## config.mk

```make
export PLATFORM = sky130hd
export DESIGN_NAME = vms_velocity_mode_select
export DESIGN_NICKNAME = d
export VERILOG_FILES = /design/src/vms_pkg.sv /design/src/vms_velocity_mode_select.sv
export VERILOG_INCLUDE_DIRS = /design/src
export SDC_FILE = /design/constraint.sdc
export NUM_CORES = 1
export LEC_CHECK = 0
export ABC_CLOCK_PERIOD_IN_PS = 7900
export BUFFER_PORTS_ARGS = -buffer_cell sky130_fd_sc_hd__buf_2
export CAP_MARGIN = 20
export CORE_ASPECT_RATIO = 1.75
export CORE_MARGIN = 2
export CORE_UTILIZATION = 40
export DETAILED_ROUTE_END_ITERATION = 16
export PLACE_DENSITY = 0.67
export SETUP_SLACK_MARGIN = 0.02
export SLEW_MARGIN = 5
export SYNTH_ARGS = -nofsm -noshare
export SYNTH_HDL_FRONTEND = slang
export SYNTH_SLANG_ARGS = --single-unit
```

## constraint.sdc

```tcl
create_clock -name aclk -period 7.9 [get_ports aclk]
set_clock_uncertainty 0.15 [all_clocks]
set_input_delay 0.395 -clock aclk [delete_from_list [all_inputs] [get_ports aclk]]
set_output_delay 0.395 -clock aclk [all_outputs]
set_load 0.01 [all_outputs]
```

## src/vms_map.svh

```systemverilog
// Register offsets, field positions, reset values and timing counts
`ifndef VMS_MAP_SVH
`define VMS_MAP_SVH
`define VMS_OFF_GLOBAL_CONFIG_REG 8'h00
`define VMS_OFF_CURRENT 8'h04
`define VMS_OFF_QC_UPPER 8'h08
`define VMS_OFF_HS 8'h0C
`define VMS_OFF_LA_LOWER 8'h10
`define VMS_OFF_STEP_IVAL 8'h14
`define VMS_OFF_STATUS 8'h18
`define VMS_GLOBAL_CONFIG_REG_SMALL_HYST 0
`define VMS_GLOBAL_CONFIG_REG_STEP_EXT 1
`define VMS_GLOBAL_CONFIG_REG_MRES_LSB 4
`define VMS_CUR_RUN_LSB 0
`define VMS_CUR_HOLD_LSB 8
`define VMS_ST_STST 0
`define VMS_ST_QC 1
`define VMS_ST_HS 2
`define VMS_ST_LA 3
`define VMS_RST_GLOBAL_CONFIG_REG 6'h00
`define VMS_RST_RUN 5'h10
`define VMS_RST_HOLD 5'h08
`define VMS_RST_THR 20'h00000
`define VMS_RST_IVAL 20'hFFFFF
`define VMS_MRES_MAX 4'h8
`define VMS_STST_CYCLES 1048576
`define VMS_RESP_OKAY 2'h0
`define VMS_RESP_SLVERR 2'h2
`endif

```

## src/vms_pkg.sv

```systemverilog
// Types shared by the velocity mode selector
package vms_pkg;
  typedef struct packed {
    logic [3:0] mres;
    logic step_ext;
    logic small_hyst;
  } vms_cfg_t;

  typedef struct packed {
    logic load_adapt;
    logic high_speed;
    logic quiet_chop;
  } vms_mode_t;

  typedef struct packed {
    logic [4:0] hold;
    logic [4:0] run;
  } vms_cur_t;
endpackage : vms_pkg

```

## src/vms_velocity_mode_select.sv

```systemverilog
// Step interval measurement and velocity based mode selection, one axis
`timescale 1ns/1ps
`include "vms_map.svh"

// Overview of operation
// - Velocity is held as the clock count between two consecutive steps.
// - The measured interval is scaled to 256 microsteps per full step.
// - Steps may come from the internal ramp or from an external step pin.
// - Three programmable intervals give the three velocity switch points.
// - The normalised interval is compared with each threshold to set modes.
// - Each comparison has hysteresis of 1/16 or 1/32 of the threshold.
// - Upward switching needs the velocity raised by the hysteresis share.
// - One global bit picks 1/32 when set and 1/16 when clear.
// - Current is the run level when moving and the hold level at standstill.
// - Each mode is only enabled within its threshold-bounded window.
// - Modes switch from the comparisons and standstill, with no software writes.
// - Standstill sets after 2^20 clocks with no step and resets to zero.
module vms_velocity_mode_select #(
  parameter int STST_CYCLES = `VMS_STST_CYCLES,
  parameter int IVAL_W = 20
) (
  input wire logic aclk,
  input wire logic aresetn,
  input wire logic step_int,
  input wire logic step_ext_pin,
  output vms_pkg::vms_mode_t mode,
  output logic standstill,
  output logic [4:0] current_scale,
  input wire logic [7:0] s_axi_awaddr,
  input wire logic s_axi_awvalid,
  output logic s_axi_awready,
  input wire logic [31:0] s_axi_wdata,
  input wire logic [3:0] s_axi_wstrb,
  input wire logic s_axi_wvalid,
  output logic s_axi_wready,
  output logic [1:0] s_axi_bresp,
  output logic s_axi_bvalid,
  input wire logic s_axi_bready,
  input wire logic [7:0] s_axi_araddr,
  input wire logic s_axi_arvalid,
  output logic s_axi_arready,
  output logic [31:0] s_axi_rdata,
  output logic [1:0] s_axi_rresp,
  output logic s_axi_rvalid,
  input wire logic s_axi_rready
);

  localparam int CNT_W = IVAL_W + 1;
  localparam logic [CNT_W-1:0] STST_CNT = CNT_W'(STST_CYCLES);
  localparam logic [IVAL_W-1:0] IVAL_MAX = {IVAL_W{1'b1}};

  // Merge byte lanes of a write into the old word
  function automatic logic [31:0] apply_strb(
    input logic [31:0] old,
    input logic [31:0] data,
    input logic [3:0] strb
  );
    logic [31:0] res;
    res = old;
    for (int i = 0; i < 4; i++) begin
      if (strb[i]) begin
        res[8*i +: 8] = data[8*i +: 8];
      end
    end
    return res;
  endfunction : apply_strb

  // Fast means interval at or below threshold, with a hysteresis band
  function automatic logic hyst_fast(
    input logic prev,
    input logic [IVAL_W-1:0] ival,
    input logic [IVAL_W-1:0] thr,
    input logic use_small
  );
    logic [IVAL_W-1:0] delta;
    delta = use_small ? (thr >> 5) : (thr >> 4);
    if (prev) begin
      return ival <= thr;
    end
    return ival <= (thr - delta);
  endfunction : hyst_fast

  // Configuration and threshold registers
  vms_pkg::vms_cfg_t cfg_ff;
  vms_pkg::vms_cur_t cur_ff;
  logic [IVAL_W-1:0] qc_upper_ff;
  logic [IVAL_W-1:0] hs_ff;
  logic [IVAL_W-1:0] la_lower_ff;

  // Step path
  logic ext_meta_ff;
  logic ext_sync_ff;
  logic ext_prev_ff;
  logic int_prev_ff;
  logic [CNT_W-1:0] cnt_ff;
  logic [IVAL_W-1:0] step_interval_ff;
  logic stst_ff;

  // Mode state
  logic fast_qc_ff;
  logic fast_hs_ff;
  logic fast_la_ff;
  vms_pkg::vms_mode_t mode_ff;
  logic [4:0] current_ff;

  // Bus state
  logic aw_got_ff;
  logic w_got_ff;
  logic [7:0] awaddr_ff;
  logic [31:0] wdata_ff;
  logic [3:0] wstrb_ff;
  logic bvalid_ff;
  logic [1:0] bresp_ff;
  logic rvalid_ff;
  logic [31:0] rdata_ff;
  logic [1:0] rresp_ff;

  // Step edge selection
  wire step_edge_int = step_int & ~int_prev_ff;
  wire step_edge_ext = ext_sync_ff & ~ext_prev_ff;
  wire step_edge = cfg_ff.step_ext ? step_edge_ext : step_edge_int;

  wire [3:0] mres_eff = (cfg_ff.mres > `VMS_MRES_MAX) ?
                        `VMS_MRES_MAX : cfg_ff.mres;
  // A coarse step spans 2^mres fine steps, so the count shrinks by that
  wire [CNT_W-1:0] cnt_norm = cnt_ff >> mres_eff;
  wire [IVAL_W-1:0] ival_sat = cnt_norm[CNT_W-1] ?
                               IVAL_MAX : cnt_norm[IVAL_W-1:0];
  wire cnt_done = cnt_ff >= STST_CNT;
  wire [CNT_W-1:0] nxt_cnt = step_edge ? CNT_W'(1) :
                             cnt_done ? cnt_ff : cnt_ff + CNT_W'(1);
  wire nxt_stst = step_edge ? 1'b0 : (cnt_done | stst_ff);

  // Velocity windows
  wire nxt_fast_qc = hyst_fast(fast_qc_ff, step_interval_ff,
                               qc_upper_ff, cfg_ff.small_hyst);
  wire nxt_fast_hs = hyst_fast(fast_hs_ff, step_interval_ff,
                               hs_ff, cfg_ff.small_hyst);
  wire nxt_fast_la = hyst_fast(fast_la_ff, step_interval_ff,
                               la_lower_ff, cfg_ff.small_hyst);
  vms_pkg::vms_mode_t nxt_mode;
  assign nxt_mode.quiet_chop = ~fast_qc_ff & ~fast_hs_ff;
  assign nxt_mode.high_speed = fast_hs_ff;
  // Load adaption is unreliable at standstill and at high speed
  assign nxt_mode.load_adapt = fast_la_ff & ~fast_hs_ff & ~stst_ff;
  wire [4:0] nxt_current = stst_ff ? cur_ff.hold : cur_ff.run;

  // Write decode
  wire wr_go = aw_got_ff & w_got_ff & ~bvalid_ff;
  wire wr_global_config_reg = awaddr_ff == `VMS_OFF_GLOBAL_CONFIG_REG;
  wire wr_cur = awaddr_ff == `VMS_OFF_CURRENT;
  wire wr_qc = awaddr_ff == `VMS_OFF_QC_UPPER;
  wire wr_hs = awaddr_ff == `VMS_OFF_HS;
  wire wr_la = awaddr_ff == `VMS_OFF_LA_LOWER;
  wire wr_hit = wr_global_config_reg | wr_cur | wr_qc | wr_hs | wr_la;

  wire [31:0] cfg_word = {24'h000000, cfg_ff.mres, 2'h0,
                          cfg_ff.step_ext, cfg_ff.small_hyst};
  wire [31:0] cur_word = {19'h00000, cur_ff.hold, 3'h0, cur_ff.run};
  wire [31:0] cfg_new = apply_strb(cfg_word, wdata_ff, wstrb_ff);
  wire [31:0] cur_new = apply_strb(cur_word, wdata_ff, wstrb_ff);
  wire [31:0] qc_new = apply_strb(32'(qc_upper_ff), wdata_ff, wstrb_ff);
  wire [31:0] hs_new = apply_strb(32'(hs_ff), wdata_ff, wstrb_ff);
  wire [31:0] la_new = apply_strb(32'(la_lower_ff), wdata_ff, wstrb_ff);

  // Read decode
  wire [31:0] status_word = {28'h0000000, mode_ff.load_adapt,
                             mode_ff.high_speed, mode_ff.quiet_chop,
                             stst_ff};
  wire [7:0] ra = {s_axi_araddr[7:2], 2'b00};
  wire rd_hit = (ra == `VMS_OFF_GLOBAL_CONFIG_REG) | (ra == `VMS_OFF_CURRENT) |
                (ra == `VMS_OFF_QC_UPPER) | (ra == `VMS_OFF_HS) |
                (ra == `VMS_OFF_LA_LOWER) | (ra == `VMS_OFF_STEP_IVAL) |
                (ra == `VMS_OFF_STATUS);
  wire [31:0] rd_word =
    (ra == `VMS_OFF_GLOBAL_CONFIG_REG) ? cfg_word :
    (ra == `VMS_OFF_CURRENT) ? cur_word :
    (ra == `VMS_OFF_QC_UPPER) ? 32'(qc_upper_ff) :
    (ra == `VMS_OFF_HS) ? 32'(hs_ff) :
    (ra == `VMS_OFF_LA_LOWER) ? 32'(la_lower_ff) :
    (ra == `VMS_OFF_STEP_IVAL) ? 32'(step_interval_ff) :
    (ra == `VMS_OFF_STATUS) ? status_word : 32'h00000000;
  wire rd_go = s_axi_arvalid & ~rvalid_ff;

  assign s_axi_awready = ~aw_got_ff & ~bvalid_ff;
  assign s_axi_wready = ~w_got_ff & ~bvalid_ff;
  assign s_axi_bvalid = bvalid_ff;
  assign s_axi_bresp = bresp_ff;
  assign s_axi_arready = ~rvalid_ff;
  assign s_axi_rvalid = rvalid_ff;
  assign s_axi_rdata = rdata_ff;
  assign s_axi_rresp = rresp_ff;
  assign mode = mode_ff;
  assign standstill = stst_ff;
  assign current_scale = current_ff;

  // External step pin synchroniser
  always_ff @(posedge aclk) begin
    if (!aresetn) begin
      ext_meta_ff <= 1'b0;
      ext_sync_ff <= 1'b0;
      ext_prev_ff <= 1'b0;
      int_prev_ff <= 1'b0;
    end else begin
      ext_meta_ff <= step_ext_pin;
      ext_sync_ff <= ext_meta_ff;
      ext_prev_ff <= ext_sync_ff;
      int_prev_ff <= step_int;
    end
  end

  // Interval counter; saturates so standstill reads as slowest velocity
  always_ff @(posedge aclk) begin
    if (!aresetn) begin
      cnt_ff <= '0;
      stst_ff <= 1'b0;
      step_interval_ff <= `VMS_RST_IVAL;
    end else begin
      cnt_ff <= nxt_cnt;
      stst_ff <= nxt_stst;
      if (step_edge) begin
        step_interval_ff <= ival_sat;
      end else if (cnt_done) begin
        step_interval_ff <= IVAL_MAX;
      end
    end
  end

  // Mode flags follow the interval every cycle without software help
  always_ff @(posedge aclk) begin
    if (!aresetn) begin
      fast_qc_ff <= 1'b0;
      fast_hs_ff <= 1'b0;
      fast_la_ff <= 1'b0;
      mode_ff <= '0;
      current_ff <= `VMS_RST_HOLD;
    end else begin
      fast_qc_ff <= nxt_fast_qc;
      fast_hs_ff <= nxt_fast_hs;
      fast_la_ff <= nxt_fast_la;
      mode_ff <= nxt_mode;
      current_ff <= nxt_current;
    end
  end

  // Configuration registers
  always_ff @(posedge aclk) begin
    if (!aresetn) begin
      cfg_ff <= `VMS_RST_GLOBAL_CONFIG_REG;
      cur_ff <= {`VMS_RST_HOLD, `VMS_RST_RUN};
      qc_upper_ff <= `VMS_RST_THR;
      hs_ff <= `VMS_RST_THR;
      la_lower_ff <= `VMS_RST_THR;
    end else if (wr_go) begin
      if (wr_global_config_reg) begin
        cfg_ff.small_hyst <= cfg_new[`VMS_GLOBAL_CONFIG_REG_SMALL_HYST];
        cfg_ff.step_ext <= cfg_new[`VMS_GLOBAL_CONFIG_REG_STEP_EXT];
        cfg_ff.mres <= cfg_new[`VMS_GLOBAL_CONFIG_REG_MRES_LSB +: 4];
      end
      if (wr_cur) begin
        cur_ff.run <= cur_new[`VMS_CUR_RUN_LSB +: 5];
        cur_ff.hold <= cur_new[`VMS_CUR_HOLD_LSB +: 5];
      end
      if (wr_qc) begin
        qc_upper_ff <= qc_new[IVAL_W-1:0];
      end
      if (wr_hs) begin
        hs_ff <= hs_new[IVAL_W-1:0];
      end
      if (wr_la) begin
        la_lower_ff <= la_new[IVAL_W-1:0];
      end
    end
  end

  // Write channel: address and data taken in either order
  always_ff @(posedge aclk) begin
    if (!aresetn) begin
      aw_got_ff <= 1'b0;
      w_got_ff <= 1'b0;
      awaddr_ff <= 8'h00;
      wdata_ff <= 32'h00000000;
      wstrb_ff <= 4'h0;
      bvalid_ff <= 1'b0;
      bresp_ff <= `VMS_RESP_OKAY;
    end else begin
      if (s_axi_awvalid && s_axi_awready) begin
        aw_got_ff <= 1'b1;
        awaddr_ff <= {s_axi_awaddr[7:2], 2'b00};
      end
      if (s_axi_wvalid && s_axi_wready) begin
        w_got_ff <= 1'b1;
        wdata_ff <= s_axi_wdata;
        wstrb_ff <= s_axi_wstrb;
      end
      if (wr_go) begin
        aw_got_ff <= 1'b0;
        w_got_ff <= 1'b0;
        bvalid_ff <= 1'b1;
        bresp_ff <= wr_hit ? `VMS_RESP_OKAY : `VMS_RESP_SLVERR;
      end else if (bvalid_ff && s_axi_bready) begin
        bvalid_ff <= 1'b0;
      end
    end
  end

  // Read channel
  always_ff @(posedge aclk) begin
    if (!aresetn) begin
      rvalid_ff <= 1'b0;
      rdata_ff <= 32'h00000000;
      rresp_ff <= `VMS_RESP_OKAY;
    end else if (rd_go) begin
      rvalid_ff <= 1'b1;
      rdata_ff <= rd_word;
      rresp_ff <= rd_hit ? `VMS_RESP_OKAY : `VMS_RESP_SLVERR;
    end else if (rvalid_ff && s_axi_rready) begin
      rvalid_ff <= 1'b0;
    end
  end

endmodule : vms_velocity_mode_select

```

; ---- After elaboration in Yosys (flattened, before gate mapping)
; Cells that the tools add are included.
; Widths: inputs -> output; s select.
[classes]
shift = 1
n_lt_le_gt_ge = 8
n_eq_ne = 11
n_mux = 33
n_reduce_logical = 23
n_addsub = 4
n_bitwise = 31
[ops]
columns = op, n
row1 = $mux 20, 9
row2 = $le 20x20->1, 6
row3 = $sub 20x16->20, 3
row4 = $mux 16, 3
row5 = $reduce_and 3->1, 12
row6 = $eq 6x2->1 const B, 4
row7 = $eq 6x3->1 const B, 4
row8 = $add 21x1->21 const B, 1
row9 = $ge 21x21->1 const B, 1
row10 = $shr 21x4->21, 1
row11 = $logic_not 8->1, 2
row12 = $mux 1, 16
row13 = $eq 6x1->1 const B, 2
row14 = $or 1x1->1, 11
row15 = $and 1x1->1, 10
row16 = $not 1->1, 10
row17 = $mux 4, 2
row18 = $reduce_bool 2->1, 3
row19 = $mux 5, 1
row20 = $gt 4x4->1 const B, 1
row21 = $logic_and 1x1->1, 4
row22 = $mux 2, 2
row23 = $reduce_or 2->1, 2
row24 = $ne 2x2->1 const B, 1
[word_totals]
inputBits = 61
out_inout_bits = 50
wordCells = 150
ff_bits = 202

; ---- Logic depth before layout (Yosys ltp)
[logic_depth]
word_depth = 8
ltp_mapped = 19
mapped_depth_nobuf = 17

; ---- Least setup slack after synthesis
; Ideal clock, no wire load.
[synth_timing]
kind = reg2reg
startpoint = register cfg_ff[0] (netlist name)
endpoint = register fast_hs_ff
arrival_time_ns = 4.175
path_stages_with_launch = 18
setup_time_ns = 0.122
n_path_buf = 2
slack_ns = 3.453
required_ns = 7.628
synth_period_minus_slack_ns = 4.447
path_cell_list = dfxtp_1 -> clkbuf_1 -> clkbuf_1 -> mux2i_1 -> ha_1 -> and2_1 -> a221o_1 -> a21oi_2 -> o211ai_2 -> or4_1 -> and3_1 -> ha_1 -> nand4_1 -> nor3_1 -> o21ai_0 -> o21ai_0 -> nor3_1 -> o311a_1
[synth_between]
elab_chain_len = 4
[synth_lines]
columns = element, line_no
row1 = from (decl), vms_velocity_mode_select.sv:84  ; vms_pkg::vms_cfg_t cfg_ff;
row2 = from (signal assigned), vms_velocity_mode_select.sv:249  ; cfg_ff <= `VMS_RST_GLOBAL_CONFIG_REG;
row3 = $mux 16, vms_velocity_mode_select.sv:76  ; delta = use_small ? (thr >> 5) : (thr >> 4);
row4 = $sub 20x16->20, vms_velocity_mode_select.sv:80  ; return ival <= (thr - delta);
row5 = $le 20x20->1, vms_velocity_mode_select.sv:80
row6 = $mux 1, vms_velocity_mode_select.sv:80
row7 = to (signal assigned), vms_velocity_mode_select.sv:239  ; fast_hs_ff <= nxt_fast_hs;
row8 = to (decl), vms_velocity_mode_select.sv:101  ; logic fast_hs_ff;
; No other way between the ends.
; A chain may end at the register's enable or synchronous reset.

; ---- Worst setup path in the final report
; Same ends and word-level chain as after synthesis.

==> impl_metrics.yaml <==
layout:
  fin_util_pct: 43.5
  antenna_cells: 0
  syn_to_final_growth_pct: 7.88
  drive_above_1_share_pct: 9.55
  fin_nets: 2033
pwr:
  leakagePower_nw: 6.48
  vdd_drop_max_uv: 169
  power_mw: 2.21
  powerDensity_nw_per_um2: 138
critical_path:
  cp-start-kind: "flop"
  crit_arrival_ns: 5.60
  cp_common_cell: "o21ai_0"
  crit_chain: "buf_4 > o21ai_0 > ha_1 > fa_1 > nor2b_1 > o2111ai_1 > a211oi_1 > o2111ai_1 > and2_1 > o311a_1 > ha_1 > nand4_1 > nor3_1 > o21ai_0 > o21ai_0 > nor3_1 > o311a_1"
  cp_data_required_time_ns: 8.09
  crit_path_max_fanout: 36
  worstSetupEndpointType: "flop"
  critPathMaxStageDelay_ns: 0.73
  slowest_stage: "dfxtp_2"
  critical_path_class: "reg2reg"
synth:
  async_reset_ff_share_pct: 0
  synth_top_area_cell: "dfxtp_1"
  yosysUniqueCellTypes: 93
  yosys_register_bits: 188
  ys_seq_area_share_pct: 25.5
  synth_area_um2: 14800
  synthFlopType: "dfxtp_1"
  yosysWarningCount: 0
  synth_area_leaders: "dfxtp_1, ha_1, mux2i_1"
  yosys.area.top_type_share_pct: 25.5
  synth_enable_flop_cells: 0
  synthCells: 1783
  synth.avg_cell_area_um2: 8.28
place:
  routabilityCongestion: 0.937
  hpwlAfterDp_mm: 36.2
  portBuffers: 79
outcome:
  status: "finished clean"
clock_network:
  path_clk_slew_ns: 0.08
  clock-sinks: 188
  cts_setup_buffers: 0
  worstSkewPairLatency_ns: 0.47
  tritoncts: "yes"
  htree_levels: 4
  cts_buffers: 17
  root_buffer: "clkbuf_16"
  cts_buffer_depth: 2
floorplan:
  fp.dieH_um: 258
  placeableCoreArea_um2: 36700
  die_area_um2: 38500
  ios: 111
  fp-row-count: 93
  start_util_pct: 40.3
  die_x_um: 149
global_routing:
  grt_pass1_vias: 13500
  antenna_found_initial: 0
  track_usage_pct: 24.5
  grt_pass1_wl_mm: 73.9
  grt_max_degree: 83
  overflow: 0
detailed_routing:
  drt_pass1_iterations: 6
  wire_per_inst_um: 20.4
  routed_wl_mm: 46.6
  via_count: 13600
  routed_via_density: 5.96
  drc: 0
  initialDrtViolationCount: 860
  ant_nets: 0
run:
  drv_cap: 0
timing:
  worstMarginPinSlew_ns: 0.971
  setup_viol: 0
  hold_viol_final: 0
  fin_setup_tns_ns: 0
  hold_ws_ns: 0.0126
  max_freq_mhz: 185
  post-route-period-util_pct: 68.5
  period_minus_slack_ns: 5.41
  slew_headroom_pct: 35.1
  rsz0062_at_grt: "no"
  drv_slew: 0
hold_path:
  worstHoldPathType: "in2reg"
[flip-flops by register name, summed over array words and instances, names as in the netlist, 3 cells and up]
signal            cells
wdata_ff             20
qc_upper_ff          20
s_axi_rdata          20
awaddr_ff             6
mode                  3
cur_ff               10
step_interval_ff     20
hs_ff                20
current_scale         5
cnt_ff               21
wstrb_ff              3
cfg_ff                6
la_lower_ff          20
[cells in the mapped netlist (all sizes together), types with 15 or more instances]
cell type and n:
dfxtp 188, mux2i 133, a221oi 15, xor2 22
o21ai 88, xnor2 31, buf 41, a21o 29
nand4 29, a21oi 158, nand2b 18, nor2b 18
nand3 46, a211oi 22, ha 170, inv 104
nor2 165, clkbuf 66, nor3 38, nand2 150
nor4 15
[worst max-delay path, delay by kind of cell, from the launching register on]
family          cells  cell delay [ns]
compound gates      8             1.98
fa+ha+maj           3             0.95
buf+inv             1             0.58
flops               1             0.73
simple gates        5             0.85
[timing repair]
action	CTS	global route
resized for setup	0	0
endpoints found under the setup margin	0	0
endpoints found under the hold margin	2	0
hold buffers	2	0
[where the power goes]
part           internal (mW)  switching [mW]  total (mW)
clock                  0.467           0.449       0.915
sequential             0.979          0.0662        1.04
combinational         0.0996           0.146       0.246
total                   1.54           0.661        2.21
[logic make-up after synthesis]
group                    count (synthesis)  synth area share, %
AND/OR/NAND/NOR                        552                 18.1
AO/OA/AOI/OAI                          450                 19.8
buffers and inverters                  211                 6.81
flip-flops                             188                 25.5
adder cells (fa/ha/maj)                173                 14.8
multiplexers                           155                 11.8
XOR/XNOR                                53                 3.14
other                                    1               0.0254
[area by class of cell]
class	instances	area [um^2]
Fill cell	3638	20700
Inverter	104	393
Multi-Input combinational cell	1397	10100
Clock buffer	18	439
Timing Repair Buffer	91	494
Tap cell	475	594
Sequential cell	188	3760
Clock inverter	14	193
[stage by stage]
step / cell area, um^2 / std cells / setup WS (ns)
after floorplan: 14800 / 1796 / 3.45
after global placement: 15300 / 2252 / 2.64
after detailed placement: 15300 / 2252 / 2.62
after CTS: 15900 / 2286 / 2.56
after global routing: 15900 / 2287 / 2.10
final: 15900 / 2287 / 2.49
[worst paths after layout]
kind	slack, ns	endpoint	start	cells after the start
worst min register to register	0.29	ext_sync_ff	ext_meta_ff	1
worst min-delay path	0.01	wdata_ff[13]	s_axi_wdata[13]	3
worst max register to register	2.49	fast_hs_ff	cfg_ff[0]	17
worst max-delay path	2.49	fast_hs_ff	cfg_ff[0]	17
[layer usage]
layer | part of all wire [%] | GRT usage (%) | up-vias
li1 | - | - | 6513
met1 | 37 | 25.4 | 6395
met2 | 50 | 43.4 | 515
met3 | 4.2 | 3.18 | 205
met4 | 9.3 | 20.0 | 0
met5 | 0 | 0 | -
[cell usage in the layout (no fill, tap or decap), drive strengths merged, types with 13 or more instances in the layout]
cell | Yosys | final
conb | 1 | 14
and2 | 13 | 13
a211oi | 22 | 22
or3 | 13 | 13
nor3 | 38 | 38
a21oi | 158 | 158
a21o | 29 | 29
xnor2 | 31 | 31
a221oi | 15 | 15
xor2 | 22 | 22
nor4 | 15 | 15
o21a | 13 | 13
buf | 41 | 89
nand3 | 46 | 46
o21ai | 88 | 88
nand2 | 150 | 150
dfxtp | 188 | 188
nor2b | 18 | 18
nand2b | 18 | 18
and3 | 13 | 13
nor2 | 165 | 165
clkbuf | 66 | 18
inv | 104 | 109
mux2i | 133 | 133
mux4 | 14 | 14
ha | 170 | 170
nand4 | 29 | 29
No activity file was read; power rests on OpenSTA's default activity.
